[src/common/ddbg_pkg.sv]
package ddbg_pkg;
  // Register offsets, lower 16 bits of the peripheral address
  localparam logic [15:0] OFF_D_DIRECTION = 16'hfebc;
  localparam logic [15:0] OFF_E_DIRECTION = 16'hfebd;
  localparam logic [15:0] OFF_D_PIN_STATE = 16'hff5c;
  localparam logic [15:0] OFF_E_PIN_STATE = 16'hff5d;
  localparam logic [15:0] OFF_D_OUT_LATCH = 16'hff6c;
  localparam logic [15:0] OFF_E_OUT_LATCH = 16'hff6d;
  localparam logic [15:0] OFF_D_PULLUP    = 16'hff73;
  localparam logic [15:0] OFF_E_PULLUP    = 16'hff74;
  // Reset values
  localparam logic [7:0]  RST_REG         = 8'h00;
  // Value returned for write-only or unmapped reads
  localparam logic [7:0]  READ_FILLER     = 8'h00;
  // Operating mode codes that make the ports plain I/O
  localparam logic [2:0]  MODE_SINGLE_A   = 3'h3;
  localparam logic [2:0]  MODE_SINGLE_B   = 3'h7;
endpackage

[src/core/ddbg_gpio.sv]
`timescale 1ns/1ps
// Overview of operation
// - Port D pin-state register read-only, ignores writes
// - Port D read: latch if output, pin else
// - Port D pin-state follows pins after reset
// - Port D pull-up: modes 3/7, input, enabled
// - Port D pull-up register cleared by reset
// - Other modes: port D is data bus
// - Modes 3/7: port D direction per bit
// - Other modes: port D pull-ups off
// - Port E direction write-only, reads give filler
// - Port E direction cleared by reset
// - Bus modes, 8-bit bus: port E I/O
// - Bus modes, 16-bit bus: port E data
// - Modes 3/7: port E direction per bit
// - Port E output latch read/write, cleared
// - Port E pin-state register read-only
// - Port E read: latch if output, pin else
// - Port E pin-state follows pins after reset
// - Port E pull-up gated by mode, width
// - Port E pull-up register cleared by reset
// - Port D output latch read/write register
module ddbg_gpio
(
  input  wire logic        clk,            // System clock, 50 MHz
  input  wire logic        reset,          // Power-on reset or hardware standby
  input  wire logic [15:0] regAddr,        // Register address, lower 16 bits
  input  wire logic [7:0]  regWdata,       // Write data
  input  wire logic        regWrite,       // Write strobe
  input  wire logic        regRead,        // Read strobe
  output logic      [7:0]  regRdata,       // Read data, cycle after the strobe
  input  wire logic [2:0]  opMode,         // Operating mode pins
  input  wire logic        wideBus,        // 16-bit external bus selected
  input  wire logic [7:0]  busDataHiOut,   // Bus data to drive on port D
  input  wire logic        busDataHiOe,    // Bus controller drives port D
  input  wire logic [7:0]  busDataLoOut,   // Bus data to drive on port E
  input  wire logic        busDataLoOe,    // Bus controller drives port E
  output logic      [7:0]  busDataHiIn,    // Synchronised port D level to bus
  output logic      [7:0]  busDataLoIn,    // Synchronised port E level to bus
  input  wire logic [7:0]  portDIn,        // Port D pin levels
  output logic      [7:0]  portDOut,       // Port D pin drive value
  output logic      [7:0]  portDOe,        // Port D drive enables
  output logic      [7:0]  portDPullup,    // Port D pull-up enables
  input  wire logic [7:0]  portEIn,        // Port E pin levels
  output logic      [7:0]  portEOut,       // Port E pin drive value
  output logic      [7:0]  portEOe,        // Port E drive enables
  output logic      [7:0]  portEPullup     // Port E pull-up enables
);

  // Software registers
  logic [7:0] port_d_direction;       // Port D direction, 1 = output
  logic [7:0] port_d_output_latch;    // Port D output values
  logic [7:0] port_d_pullup_control;  // Port D pull-up enables
  logic [7:0] port_e_direction;       // Port E direction, 1 = output
  logic [7:0] port_e_output_latch;    // Port E output values
  logic [7:0] port_e_pullup_control;  // Port E pull-up enables

  // Pin synchronisers; first stage feeds only the second
  logic [7:0] dMeta;                  // Port D first stage
  logic [7:0] dSync;                  // Port D settled level
  logic [7:0] eMeta;                  // Port E first stage
  logic [7:0] eSync;                  // Port E settled level

  // Mode decode
  logic [2:0] modeMeta;               // Mode pins, first stage
  logic [2:0] modeSync;               // Mode pins, settled
  logic singleChip;                   // Modes 3 and 7: plain ports
  logic eIsGpio;                      // Port E usable as general I/O
  logic [7:0] port_d_pin_state;       // Read view of port D
  logic [7:0] port_e_pin_state;       // Read view of port E

  // Mode and width decode, purely combinational
  always_comb
  begin
    singleChip = (modeSync == ddbg_pkg::MODE_SINGLE_A) || (modeSync == ddbg_pkg::MODE_SINGLE_B);
    eIsGpio    = singleChip || !wideBus;
  end

  // Mode pins are strapped off-chip and not timed to clk, so they get the
  // same two flops as the port pins; a strap change lands two cycles late
  always_ff @(posedge clk)
  begin
    modeMeta <= opMode;
    modeSync <= modeMeta;
  end

  // Two-flop synchronisers on the pin inputs
  always_ff @(posedge clk)
  begin
    dMeta <= portDIn;
    dSync <= dMeta;
    eMeta <= portEIn;
    eSync <= eMeta;
  end

  // Levels handed to the bus controller
  assign busDataHiIn = dSync;
  assign busDataLoIn = eSync;

  // Port D registers; reset clears, manual reset does not reach here
  always_ff @(posedge clk)
  begin
    if (reset)
    begin
      port_d_direction      <= ddbg_pkg::RST_REG;
      port_d_output_latch   <= ddbg_pkg::RST_REG;
      port_d_pullup_control <= ddbg_pkg::RST_REG;
    end
    else if (regWrite)
    begin
      // Plain byte writes, no merge with old contents
      if (regAddr == ddbg_pkg::OFF_D_DIRECTION)
      begin
        port_d_direction <= regWdata;
      end
      else if (regAddr == ddbg_pkg::OFF_D_OUT_LATCH)
      begin
        port_d_output_latch <= regWdata;
      end
      else if (regAddr == ddbg_pkg::OFF_D_PULLUP)
      begin
        port_d_pullup_control <= regWdata;
      end
    end
  end

  // Port E registers; writes to the pin-state address fall through
  always_ff @(posedge clk)
  begin
    if (reset)
    begin
      port_e_direction      <= ddbg_pkg::RST_REG;
      port_e_output_latch   <= ddbg_pkg::RST_REG;
      port_e_pullup_control <= ddbg_pkg::RST_REG;
    end
    else if (regWrite)
    begin
      if (regAddr == ddbg_pkg::OFF_E_DIRECTION)
      begin
        port_e_direction <= regWdata;
      end
      else if (regAddr == ddbg_pkg::OFF_E_OUT_LATCH)
      begin
        port_e_output_latch <= regWdata;
      end
      else if (regAddr == ddbg_pkg::OFF_E_PULLUP)
      begin
        port_e_pullup_control <= regWdata;
      end
    end
  end

  // Pin-state views: latch for outputs, settled pin level for inputs.
  // Reset clears direction, so the view shows pins right after reset.
  always_comb
  begin
    port_d_pin_state = (port_d_direction & port_d_output_latch)
                     | (~port_d_direction & dSync);
    port_e_pin_state = (port_e_direction & port_e_output_latch)
                     | (~port_e_direction & eSync);
  end

  // Read data register; valid only in the cycle after the strobe.
  // Direction registers are write-only and read back as filler.
  always_ff @(posedge clk)
  begin
    if (reset)
    begin
      regRdata <= ddbg_pkg::READ_FILLER;
    end
    else if (regRead)
    begin
      if (regAddr == ddbg_pkg::OFF_D_PIN_STATE)
      begin
        regRdata <= port_d_pin_state;
      end
      else if (regAddr == ddbg_pkg::OFF_E_PIN_STATE)
      begin
        regRdata <= port_e_pin_state;
      end
      else if (regAddr == ddbg_pkg::OFF_D_OUT_LATCH)
      begin
        regRdata <= port_d_output_latch;
      end
      else if (regAddr == ddbg_pkg::OFF_E_OUT_LATCH)
      begin
        regRdata <= port_e_output_latch;
      end
      else if (regAddr == ddbg_pkg::OFF_D_PULLUP)
      begin
        regRdata <= port_d_pullup_control;
      end
      else if (regAddr == ddbg_pkg::OFF_E_PULLUP)
      begin
        regRdata <= port_e_pullup_control;
      end
      else
      begin
        regRdata <= ddbg_pkg::READ_FILLER;
      end
    end
    else
    begin
      regRdata <= ddbg_pkg::READ_FILLER;
    end
  end

  // Port D pin drivers; in bus modes the bus controller owns the pins
  always_comb
  begin
    if (singleChip)
    begin
      portDOut = port_d_output_latch;
      portDOe  = port_d_direction;
    end
    else
    begin
      portDOut = busDataHiOut;
      portDOe  = {8{busDataHiOe}};
    end
  end

  // Port E pin drivers; in bus modes a 16-bit bus hands the pins to the bus
  always_comb
  begin
    if (eIsGpio)
    begin
      portEOut = port_e_output_latch;
      portEOe  = port_e_direction;
    end
    else
    begin
      portEOut = busDataLoOut;
      portEOe  = {8{busDataLoOe}};
    end
  end

  // Pull-ups only on input pins of a port in general I/O use.
  // Gated combinationally so a mode change drops them once modeSync takes it, two cycles late.
  always_comb
  begin
    portDPullup = singleChip ? (~port_d_direction & port_d_pullup_control)
                             : 8'h00;
    portEPullup = eIsGpio ? (~port_e_direction & port_e_pullup_control)
                          : 8'h00;
  end

  // Helper: last read address and strobe for read checks
  logic        rdPend;
  logic [15:0] rdAddr;
  always_ff @(posedge clk)
  begin
    rdPend <= regRead && !reset;
    rdAddr <= regAddr;
  end
endmodule // ddbg_gpio

[config.mk]
export PLATFORM = sky130hd
export DESIGN_NAME = ddbg_gpio
export DESIGN_NICKNAME = d
export VERILOG_FILES = /design/src/common/ddbg_pkg.sv /design/src/core/ddbg_gpio.sv
export SDC_FILE = /design/constraint.sdc
export NUM_CORES = 1
export LEC_CHECK = 0
export BUFFER_PORTS_ARGS = -buffer_cell sky130_fd_sc_hd__buf_2
export CAP_MARGIN = 30
export CORE_ASPECT_RATIO = 1.1
export CORE_MARGIN = 5
export CORE_UTILIZATION = 45
export DETAILED_ROUTE_END_ITERATION = 10
export HOLD_SLACK_MARGIN = 0.03
export PLACE_DENSITY = 0.74
export SYNTH_ARGS = -nofsm -noshare
export SYNTH_HDL_FRONTEND = slang
export SYNTH_SLANG_ARGS = --single-unit
[constraint.sdc]
create_clock -name clk -period 2.25 [get_ports clk]
set_input_delay 0.3375 -clock clk [delete_from_list [all_inputs] [get_ports clk]]
set_output_delay 0.3375 -clock clk [all_outputs]
set_load 0.02 [all_outputs]
==> results of run 1 <==
==> routing by layer <==
metal / vias to the layer above / global-route usage [%] / share of wire (%)
li1: 1717 / - / -
met1: 1709 / 23.9 / 40
met2: 120 / 37.2 / 53
met3: 15 / 4.92 / 5.7
met4: 0 / 7.32 / 1.8
met5: - / 0 / 0
==> power breakdown <==
part / switching (mW) / total (mW) / leakage, nW / internal (mW)
registers: 0.0122 / 1.67 / 0.755 / 1.66
clock network: 0.568 / 1.11 / 0.0918 / 0.546
logic: 0.197 / 0.310 / 1.45 / 0.113
total: 0.777 / 3.10 / 2.30 / 2.32
==> critical path, stage by stage, from the launching register on <==
cell,delay (ns)
dfxtp_1,0.31
nand2_1,0.13
buf_4,0.28
and2_1,0.34
a21o_1,0.12
buf_2,0.16
==> Yosys cell counts <==
library cell,n
and2_1,4
o21ai_0,8
and3_1,2
or4_1,1
a22oi_1,8
nand4b_1,1
nor4b_4,1
buf_6,2
nand3b_1,1
nor2b_1,8
nand2_1,94
a21o_1,8
nand4_1,6
nor2_1,44
nand3_1,1
and3b_1,2
buf_2,1
buf_1,3
a21oi_1,8
mux2i_1,56
and4_1,2
a221oi_1,8
nor2_4,1
o22ai_1,8
and4b_1,2
o211ai_1,8
clkbuf_1,16
dfxtp_1,92
nand2b_1,2
nor3b_1,17
==> registers in the layout (all words and copies together), names as in the netlist <==
name                   cells
busDataLoIn                8
port_d_direction           8
busDataHiIn                8
modeMeta                   2
port_e_output_latch        8
eMeta                      8
regRdata                   8
port_e_direction           8
port_d_output_latch        8
port_d_pullup_control      8
dMeta                      8
modeSync                   2
port_e_pullup_control      8
==> path summary, 6_finish.rpt <==
check                         to  depth (start not counted)
setup / recovery      portDOe[6]                          5
hold / removal          eMeta[2]                          1
setup reg to reg     regRdata[7]                          4
hold reg to reg   busDataLoIn[1]                          0
==> final cells by class <==
class,count,area [sq um]
clock buffer,11,141
clock inverter,5,61.3
fill,743,3460
multi-input combinational,301,1850
sequential,92,1840
tap,111,139
timing repair buffer,148,783
==> through the flow <==
stage	hold WS (ns)	std cells	utilization, %	power [mW]	worst slack (ns)
after floorplan	0.310	415	-	1.87	0.362
after global placement	0.311	652	55.7	2.01	0.145
after detailed placement	0.312	652	55.7	2.02	0.0808
after CTS	0.0552	668	58.1	3.12	0.0282
after global routing	0.0419	668	58.2	3.24	0.0932
final	0.0689	668	58.2	3.10	0.201
==> cells by family (layout without fill, tap and decap cells) <==
| logic type | after synthesis | in the layout | share of synthesized area, % |
|---|---|---|---|
| muxes | 56 | 56 | 14.8 |
| DFF | 92 | 92 | 48.7 |
| AOI/OAI and AO/OA | 56 | 56 | 10.1 |
| and+or+nand+nor | 189 | 189 | 23.8 |
| buffers and inverters | 22 | 164 | 2.61 |
==> what timing repair did <==
action | in CTS | in global routing
setup endpoints to repair | 2 | 16
resized for setup | 1 | 1
pin swaps | 0 | 0
hold buffers | 0 | 0
==> flow_summary.toml, run 1 <==
[logic_synthesis]
synth_top_area_share_pct = 48.7
synth_area_per_cell_sq_um = 9.12
yosys-top-cells-area = "dfxtp_1 49%, mux2i_1 15%, nand2_1 9.3%"
ys_seq_area_share_pct = 48.7
syn-cell-area_sq_mm = 0.00378
synth_area_leader_cell = "dfxtp_1"
ys_ff_latch = 92
yosysWarnings = 0
synth_cell_types = 30
synth_fp_nets = 481
syn-instance-count = 415

[routing]
routedWlPerCell_um = 16.1
vias = 3561
antenna_left = 0
drc_errors = 0
wl_mm = 10.8
firstDrtPassIters = 4
drt-initial-drc-count = 256
viasPerCell = 5.33

[sta]
setup_viol = 0
fin_skew_ns = 0.00715
fin_crit_ns = 2.05
grt_setup_unrepaired = "no"
min_period_over_period_pct = 91.1
fmax_ghz = 0.488
worst_pin_slew_ns = 0.519
hold_viol = 0
slew_headroom_pct = 65.3
setup_tns_ns = 0
slew_viol_final = 0

[floorplan]
core_sq_mm = 0.00828
io_pins = 138
fp.dieH_um = 106
die_width_um = 97.4
num_rows = 35
dieArea_sq_mm = 0.0103
start_util_pct = 45.7

[setup_path]
criticalPathCategory = "reg2out"
r2r_start = "port_d_pullup_control[7]"
r2r_slack_ns = 1.05
crit_required_ns = 1.91
arrival_ns = 1.71
path_max_fanout = 18
cp-start-kind = "register"
crit_start = "modeSync[1]"
end_kind = "output pin"

[global_routing]
grt_overflow = 0
grt_pass1_wl_mm = 17.4
antenna_found_initial = 0
grt_use_total_pct = 20.7
grt_max_degree = 49
grt_pass1_vias = 3586

[pwr]
peakVddDrop_mv = 0.361
p_leak_nw = 2.30
p_per_area_mw_per_mm2 = 643

[clock_network]
clkLatencyLatePin_ns = 0.36
cts-root-buf = "clkbuf_8"
clockBufferDepth = 2
post_cts_buffers = 0
numCtsBuffers = 9
cts.sinks = 92
cts_tree = "yes"
path_clk_slew_ns = 0.09
cts_htree_levels = 3

[layout]
stdcell_area_sq_mm = 0.00481
syn_to_final_growth_pct = 27.2
final_cell_mix = "136 x buf_2, 93 x nand2_1, 92 x dfxtp_1"
nNetsFinal = 618
drive_gt1_share_pct = 30.0
diodes = 0
layout_commonest_cell = "buf_2"

[run]
maxCapViolCount = 0

[min_path]
min_from = "portEIn[2]"
min_path_type = "in2reg"

[placement]
dpl_cell_area_sq_mm = 0.00461
dpl.hpwl_mm = 8.21
port_buffers = 136
gp_congestion = 0.876

[run_status]
status = "completed"
No activity file was read; power rests on OpenSTA's default activity.
==> run 2, diff against run 1 <==
PLACE_DENSITY = unset   (was 0.74)
PLACE_DENSITY_LB_ADDON = 0.3   (was unset)
==> run 2 against run 1 <==
Final cell count is 0.45% lower. Clock power grew 13%. Register-to-register slack worse by 0.02 ns. Non-clock buffer count fell by 2. Via count is 2.2% lower. Wire length down 1.3%. Global-route usage down 0.50 points. First-iteration DRC count fell by 23%. Largest cell class unchanged. Flip-flop and latch count stayed put. Critical path depth unchanged. Sequential power hardly changed.
==> flow_summary.toml, run 2 (synthesized netlist as in run 1, its figures left out) <==
[run_status]
status = "completed"

[setup_path]
crit_top_cell = "nand2_1"
crit_path_top_delay_cell = "and2_2"
criticalPathCategory = "reg2out"
crit_required_ns = 1.91
r2r_start = "port_d_pullup_control[4]"
rr_endpoint = "regRdata[4]"
reg2reg_depth = 4
end_kind = "output pin"
max_stage_delay_ns = 0.38
arrival_ns = 1.72
path_max_fanout = 17
r2r_slack_ns = 1.03
cp-start-kind = "register"
crit_chain = "nand2_1 -> and2_2 -> nand2_1 -> nand2_1 -> buf_2"

[clock_network]
cts_htree_levels = 3
path_clk_slew_ns = 0.10
postCtsHoldBufs = 0
clockBufferDepth = 2
cts-root-buf = "clkbuf_8"
numCtsBuffers = 9
cts.sinks = 92
clkLatencyLatePin_ns = 0.37
cts_tree = "yes"
post_cts_buffers = 0

[sta]
min_period_over_period_pct = 91.3
setup_tns_ns = 0
slew_headroom_pct = 57.6
slew_viol_final = 0
grt_setup_unrepaired = "no"
setup_viol = 0
fin_crit_ns = 2.05
fmax_ghz = 0.487
hold_viol = 0
finalWorstSetupSlack_ns = 0.196
fin_skew_ns = 0.0142
worst_pin_slew_ns = 0.633

[floorplan]
io_pins = 138
num_rows = 35
fp.dieH_um = 106
dieArea_sq_mm = 0.0103
core_sq_mm = 0.00828
start_util_pct = 45.7
die_width_um = 97.4

[layout]
syn_to_final_growth_pct = 27.3
nNetsFinal = 616
diodes = 0
final_cell_mix = "136 x buf_2, 93 x nand2_1, 92 x dfxtp_1"
fillers = 754
fin_util_pct = 58.2
stdcell_area_sq_mm = 0.00482
layout_commonest_cell = "buf_2"
drive_gt1_share_pct = 29.8

[global_routing]
antenna_found_initial = 0
grt_pass1_wl_mm = 16.9
grt_pass1_vias = 3486
grt_use_total_pct = 20.2
grt_max_degree = 49
grt_overflow = 0

[routing]
drc_errors = 0
drt-initial-drc-count = 197
viasPerCell = 5.24
routedWlPerCell_um = 16.0
wl_mm = 10.6
vias = 3484
antenna_left = 0
firstDrtPassIters = 4

[pwr]
total_power_mw = 3.22
p_per_area_mw_per_mm2 = 669
p_leak_nw = 2.30
peakVddDrop_mv = 0.541

[placement]
gp_congestion = 0.876
dpl_worst_slack_ns = 0.114
dpl_cell_area_sq_mm = 0.00459
port_buffers = 136
dpl.hpwl_mm = 8.07

[min_path]
min_path_type = "in2reg"
min_from = "portEIn[3]"
hold_path_depth = 1
holdPathEnd = "eMeta[3]"

[run]
maxCapViolCount = 0
[run 2: cell count changes in the layout (fill, tap and decap cells not counted), sizes merged]
cell and change:
buf -2, clkinvlp -2, bufinv +1, clkbuf -1
inv +1
[run 2: area by class of cell]
type                            instances  area (sq um)  area share [%]
Multi-Input combinational cell        301          1850            38.3
Sequential cell                        92          1840            38.2
Timing Repair Buffer                  146           768            15.9
Tap cell                              111           139            2.88
Clock buffer                           10           138            2.86
Clock inverter                          5          85.1            1.77
[run 2: repair_timing]
action / 4_1_cts / 5_1_grt
endpoints found under the setup margin: 8 / 11
gates resized for setup: 1 / 1
cloned: 0 / 0
[run 2: through the flow]
stage | instances | hold slack, ns
after floorplan | 415 | 0.310
after global placement | 650 | 0.311
after detailed placement | 650 | 0.312
after CTS | 665 | 0.0532
after global routing | 665 | 0.0524
final | 665 | 0.0564
[run 2: metal layers]
| metal | track usage, % | up-vias | wire [um] | part of all wire, % |
|---|---|---|---|---|
| li1 | - | 1710 | - | - |
| met1 | 23.1 | 1634 | 4270 | 40 |
| met2 | 36.7 | 121 | 5560 | 52 |
| met3 | 4.00 | 19 | 553 | 5.2 |
| met4 | 8.01 | 0 | 241 | 2.3 |
| met5 | 0 | - | 0 | 0 |
[run 2: worst max path at each step]
stage                            from                  endpoint  slack (ns)  depth (start not counted)
after CTS                 modeSync[1]                portEOe[2]         0.1                          6
after floorplan           regAddr[15]  port_d_pullup_control[1]        0.36                          7
after global routing      modeSync[0]                portEOe[2]        0.05                          5
final                     modeSync[1]                portEOe[3]        0.20                          5
after global placement     regAddr[7]               regRdata[4]        0.10                          7
after detailed placement   regAddr[7]               regRdata[4]        0.11                          7
[run 2: power breakdown]
part	internal, mW	switching [mW]	leakage (nW)
Sequential	1.66	0.0124	0.755
Clock	0.656	0.591	0.109
Combinational	0.109	0.192	1.44
Total	2.43	0.796	2.30
[run 2: worst max-delay path: cells and delay by family (launching register included)]
family | cells | cell delay [ns]
buffers and inverters | 1 | 0.17
AND/OR/NAND/NOR | 4 | 0.87
flip-flops | 1 | 0.32
==> run 3, diff against run 2 <==
GPL_ROUTABILITY_DRIVEN = 0   (was unset)
RECOVER_POWER = 100   (was unset)
==> run 3 against run 2 <==
Maximum frequency shrank 2.6%. Global-route usage unchanged. Worst hold slack better by 0.011 ns. Final area is 2.5% lower. Critical path depth unchanged. Non-clock buffer count unchanged. Total power shrank 0.78%. Sequential power hardly changed. Die area stayed put. First-iteration DRC count is 1.5% higher. Sequential share of layout area rose by 0.99 points. Critical path type unchanged. Highest routed layer unchanged.
==> flow_summary.toml, run 3 (synthesized netlist as in run 1, its figures left out) <==
[floorplan]
num_rows = 35
io_pins = 138
dieArea_sq_mm = 0.0103
die_width_um = 97.4
fp.dieH_um = 106
core_sq_mm = 0.00828
start_util_pct = 45.7

[sta]
min_period_over_period_pct = 93.7
worst_pin_slew_ns = 0.669
hold_viol = 0
fin_crit_ns = 2.11
fmax_ghz = 0.474
setup_viol = 0
slew_viol_final = 0
setup_tns_ns = 0
grt_setup_unrepaired = "no"
slew_headroom_pct = 55.4
finalWorstSetupSlack_ns = 0.141
fin_skew_ns = 0.0126

[clock_network]
clkLatencyLatePin_ns = 0.36
cts_htree_levels = 3
clockBufferDepth = 2
path_clk_slew_ns = 0.10
cts-root-buf = "clkbuf_8"
cts.sinks = 92
cts_tree = "yes"
numCtsBuffers = 9

[layout]
fin_util_pct = 56.7
drive_gt1_share_pct = 17.1
nNetsFinal = 616
stdcell_area_sq_mm = 0.00470
syn_to_final_growth_pct = 24.1
diodes = 0
final_cell_mix = "93 x nand2_1, 92 x dfxtp_1, 69 x clkbuf_1"
layout_commonest_cell = "nand2_1"

[pwr]
power.internal_mw = 2.41
peakVddDrop_mv = 0.538
p_leak_nw = 2.05
sw_frac_of_total_pct = 24.5
pwr-share-clk_pct = 38.6
combinationalPowerShare_pct = 9.0
seqPwrFrac_pct = 52.4
total_power_mw = 3.20
p_per_area_mw_per_mm2 = 680
p_switching_mw = 0.783

[placement]
dpl_cell_area_sq_mm = 0.00459
dpl_worst_slack_ns = 0.114
port_buffers = 136
dpl.hpwl_mm = 8.07

[routing]
wl_mm = 10.6
drc_errors = 0
vias = 3504
firstDrtPassIters = 4
routedWlPerCell_um = 15.9
antenna_left = 0
viasPerCell = 5.27
drt-initial-drc-count = 200

[setup_path]
path_max_fanout = 18
reg2reg_depth = 4
crit_start = "modeSync[1]"
crit_buf_inv = 2
crit_cells = 5
crit_path_top_delay_cell = "and2_1"
r2r_start = "port_d_pullup_control[2]"
arrival_ns = 1.77
critPathTopFamily = "buffers and inverters"
rr_endpoint = "regRdata[2]"
cp-start-kind = "register"
endpoint = "portDOe[3]"
max_stage_delay_ns = 0.35
crit_chain = "nand2_1 -> buf_4 -> and2_1 -> a21o_1 -> clkbuf_1"
end_kind = "output pin"
criticalPathCategory = "reg2out"
crit_required_ns = 1.91
r2r_slack_ns = 1.01

[run]
maxCapViolCount = 0

[global_routing]
grt_pass1_wl_mm = 16.9
grt_max_degree = 49
antenna_found_initial = 0
grt_overflow = 0
grt_pass1_vias = 3486
grt_use_total_pct = 20.2

[min_path]
min_path_type = "in2reg"

[run_status]
status = "completed"
[run 3: changes by cell type in the layout (fill, tap and decap cells not counted), sizes merged]
| cell | before | now |
|---|---|---|
| buf | 146 | 67 |
| clkbuf | 10 | 89 |
[run 3: how the worst min path moves through the flow]
stage | startpoint | to | slack (ns) | depth (start not counted)
5_1_grt | portDIn[7] | dMeta[7] | 0.05 | 1
6_report | portEIn[3] | eMeta[3] | 0.07 | 1
3_3_place_gp | dMeta[6] | busDataHiIn[6] | 0.31 | 0
4_1_cts | portEIn[3] | eMeta[3] | 0.05 | 1
3_5_place_dp | eMeta[2] | busDataLoIn[2] | 0.31 | 0
2_1_floorplan | dMeta[0] | busDataHiIn[0] | 0.31 | 0
[run 3: timing repair]
action | CTS | global route
hold buffers | 0 | 0
resized for setup | 1 | 1
setup endpoints to repair | 8 | 11
buffers inserted | 0 | 0
[run 3: per-stage QoR]
stage / hold slack [ns] / std cells
after global routing: 0.0524 / 665
after CTS: 0.0532 / 665
after global placement: 0.311 / 650
after detailed placement: 0.312 / 650
final: 0.0672 / 665
after floorplan: 0.310 / 415
[run 3: metal layers]
metal,GRT usage [%],vias up,wire length [um]
met4,8.01,0,221
met3,4.00,23,503
met2,36.7,116,5570
met1,23.1,1655,4280
met5,0,-,0
li1,-,1710,-
[run 3: cell type report]
cell class	instances	area, sq um
fill	800	3580
sequential	92	1840
multi-input combinational	301	1830
timing repair buffer	146	667
tap	111	139
clock buffer	10	138
clock inverter	5	85.1
[run 3: power groups by stage]
stage / clock network [mW] / logic (mW) / registers, mW
finish: 1.23 / 0.288 / 1.67
global route: 1.33 / 0.314 / 1.68
CTS: 1.26 / 0.303 / 1.67
detailed placement: 0 / 0.302 / 1.71
global placement: 0 / 0.298 / 1.71
floorplan: 0 / 0.139 / 1.73
[run 3: worst reg2reg max path, stage by stage (launching register included)]
cell and delay [ns]:
dfxtp_1 0.39, a22oi_1 0.11, o22ai_1 0.21, o211ai_1 0.12
a221oi_1 0.31
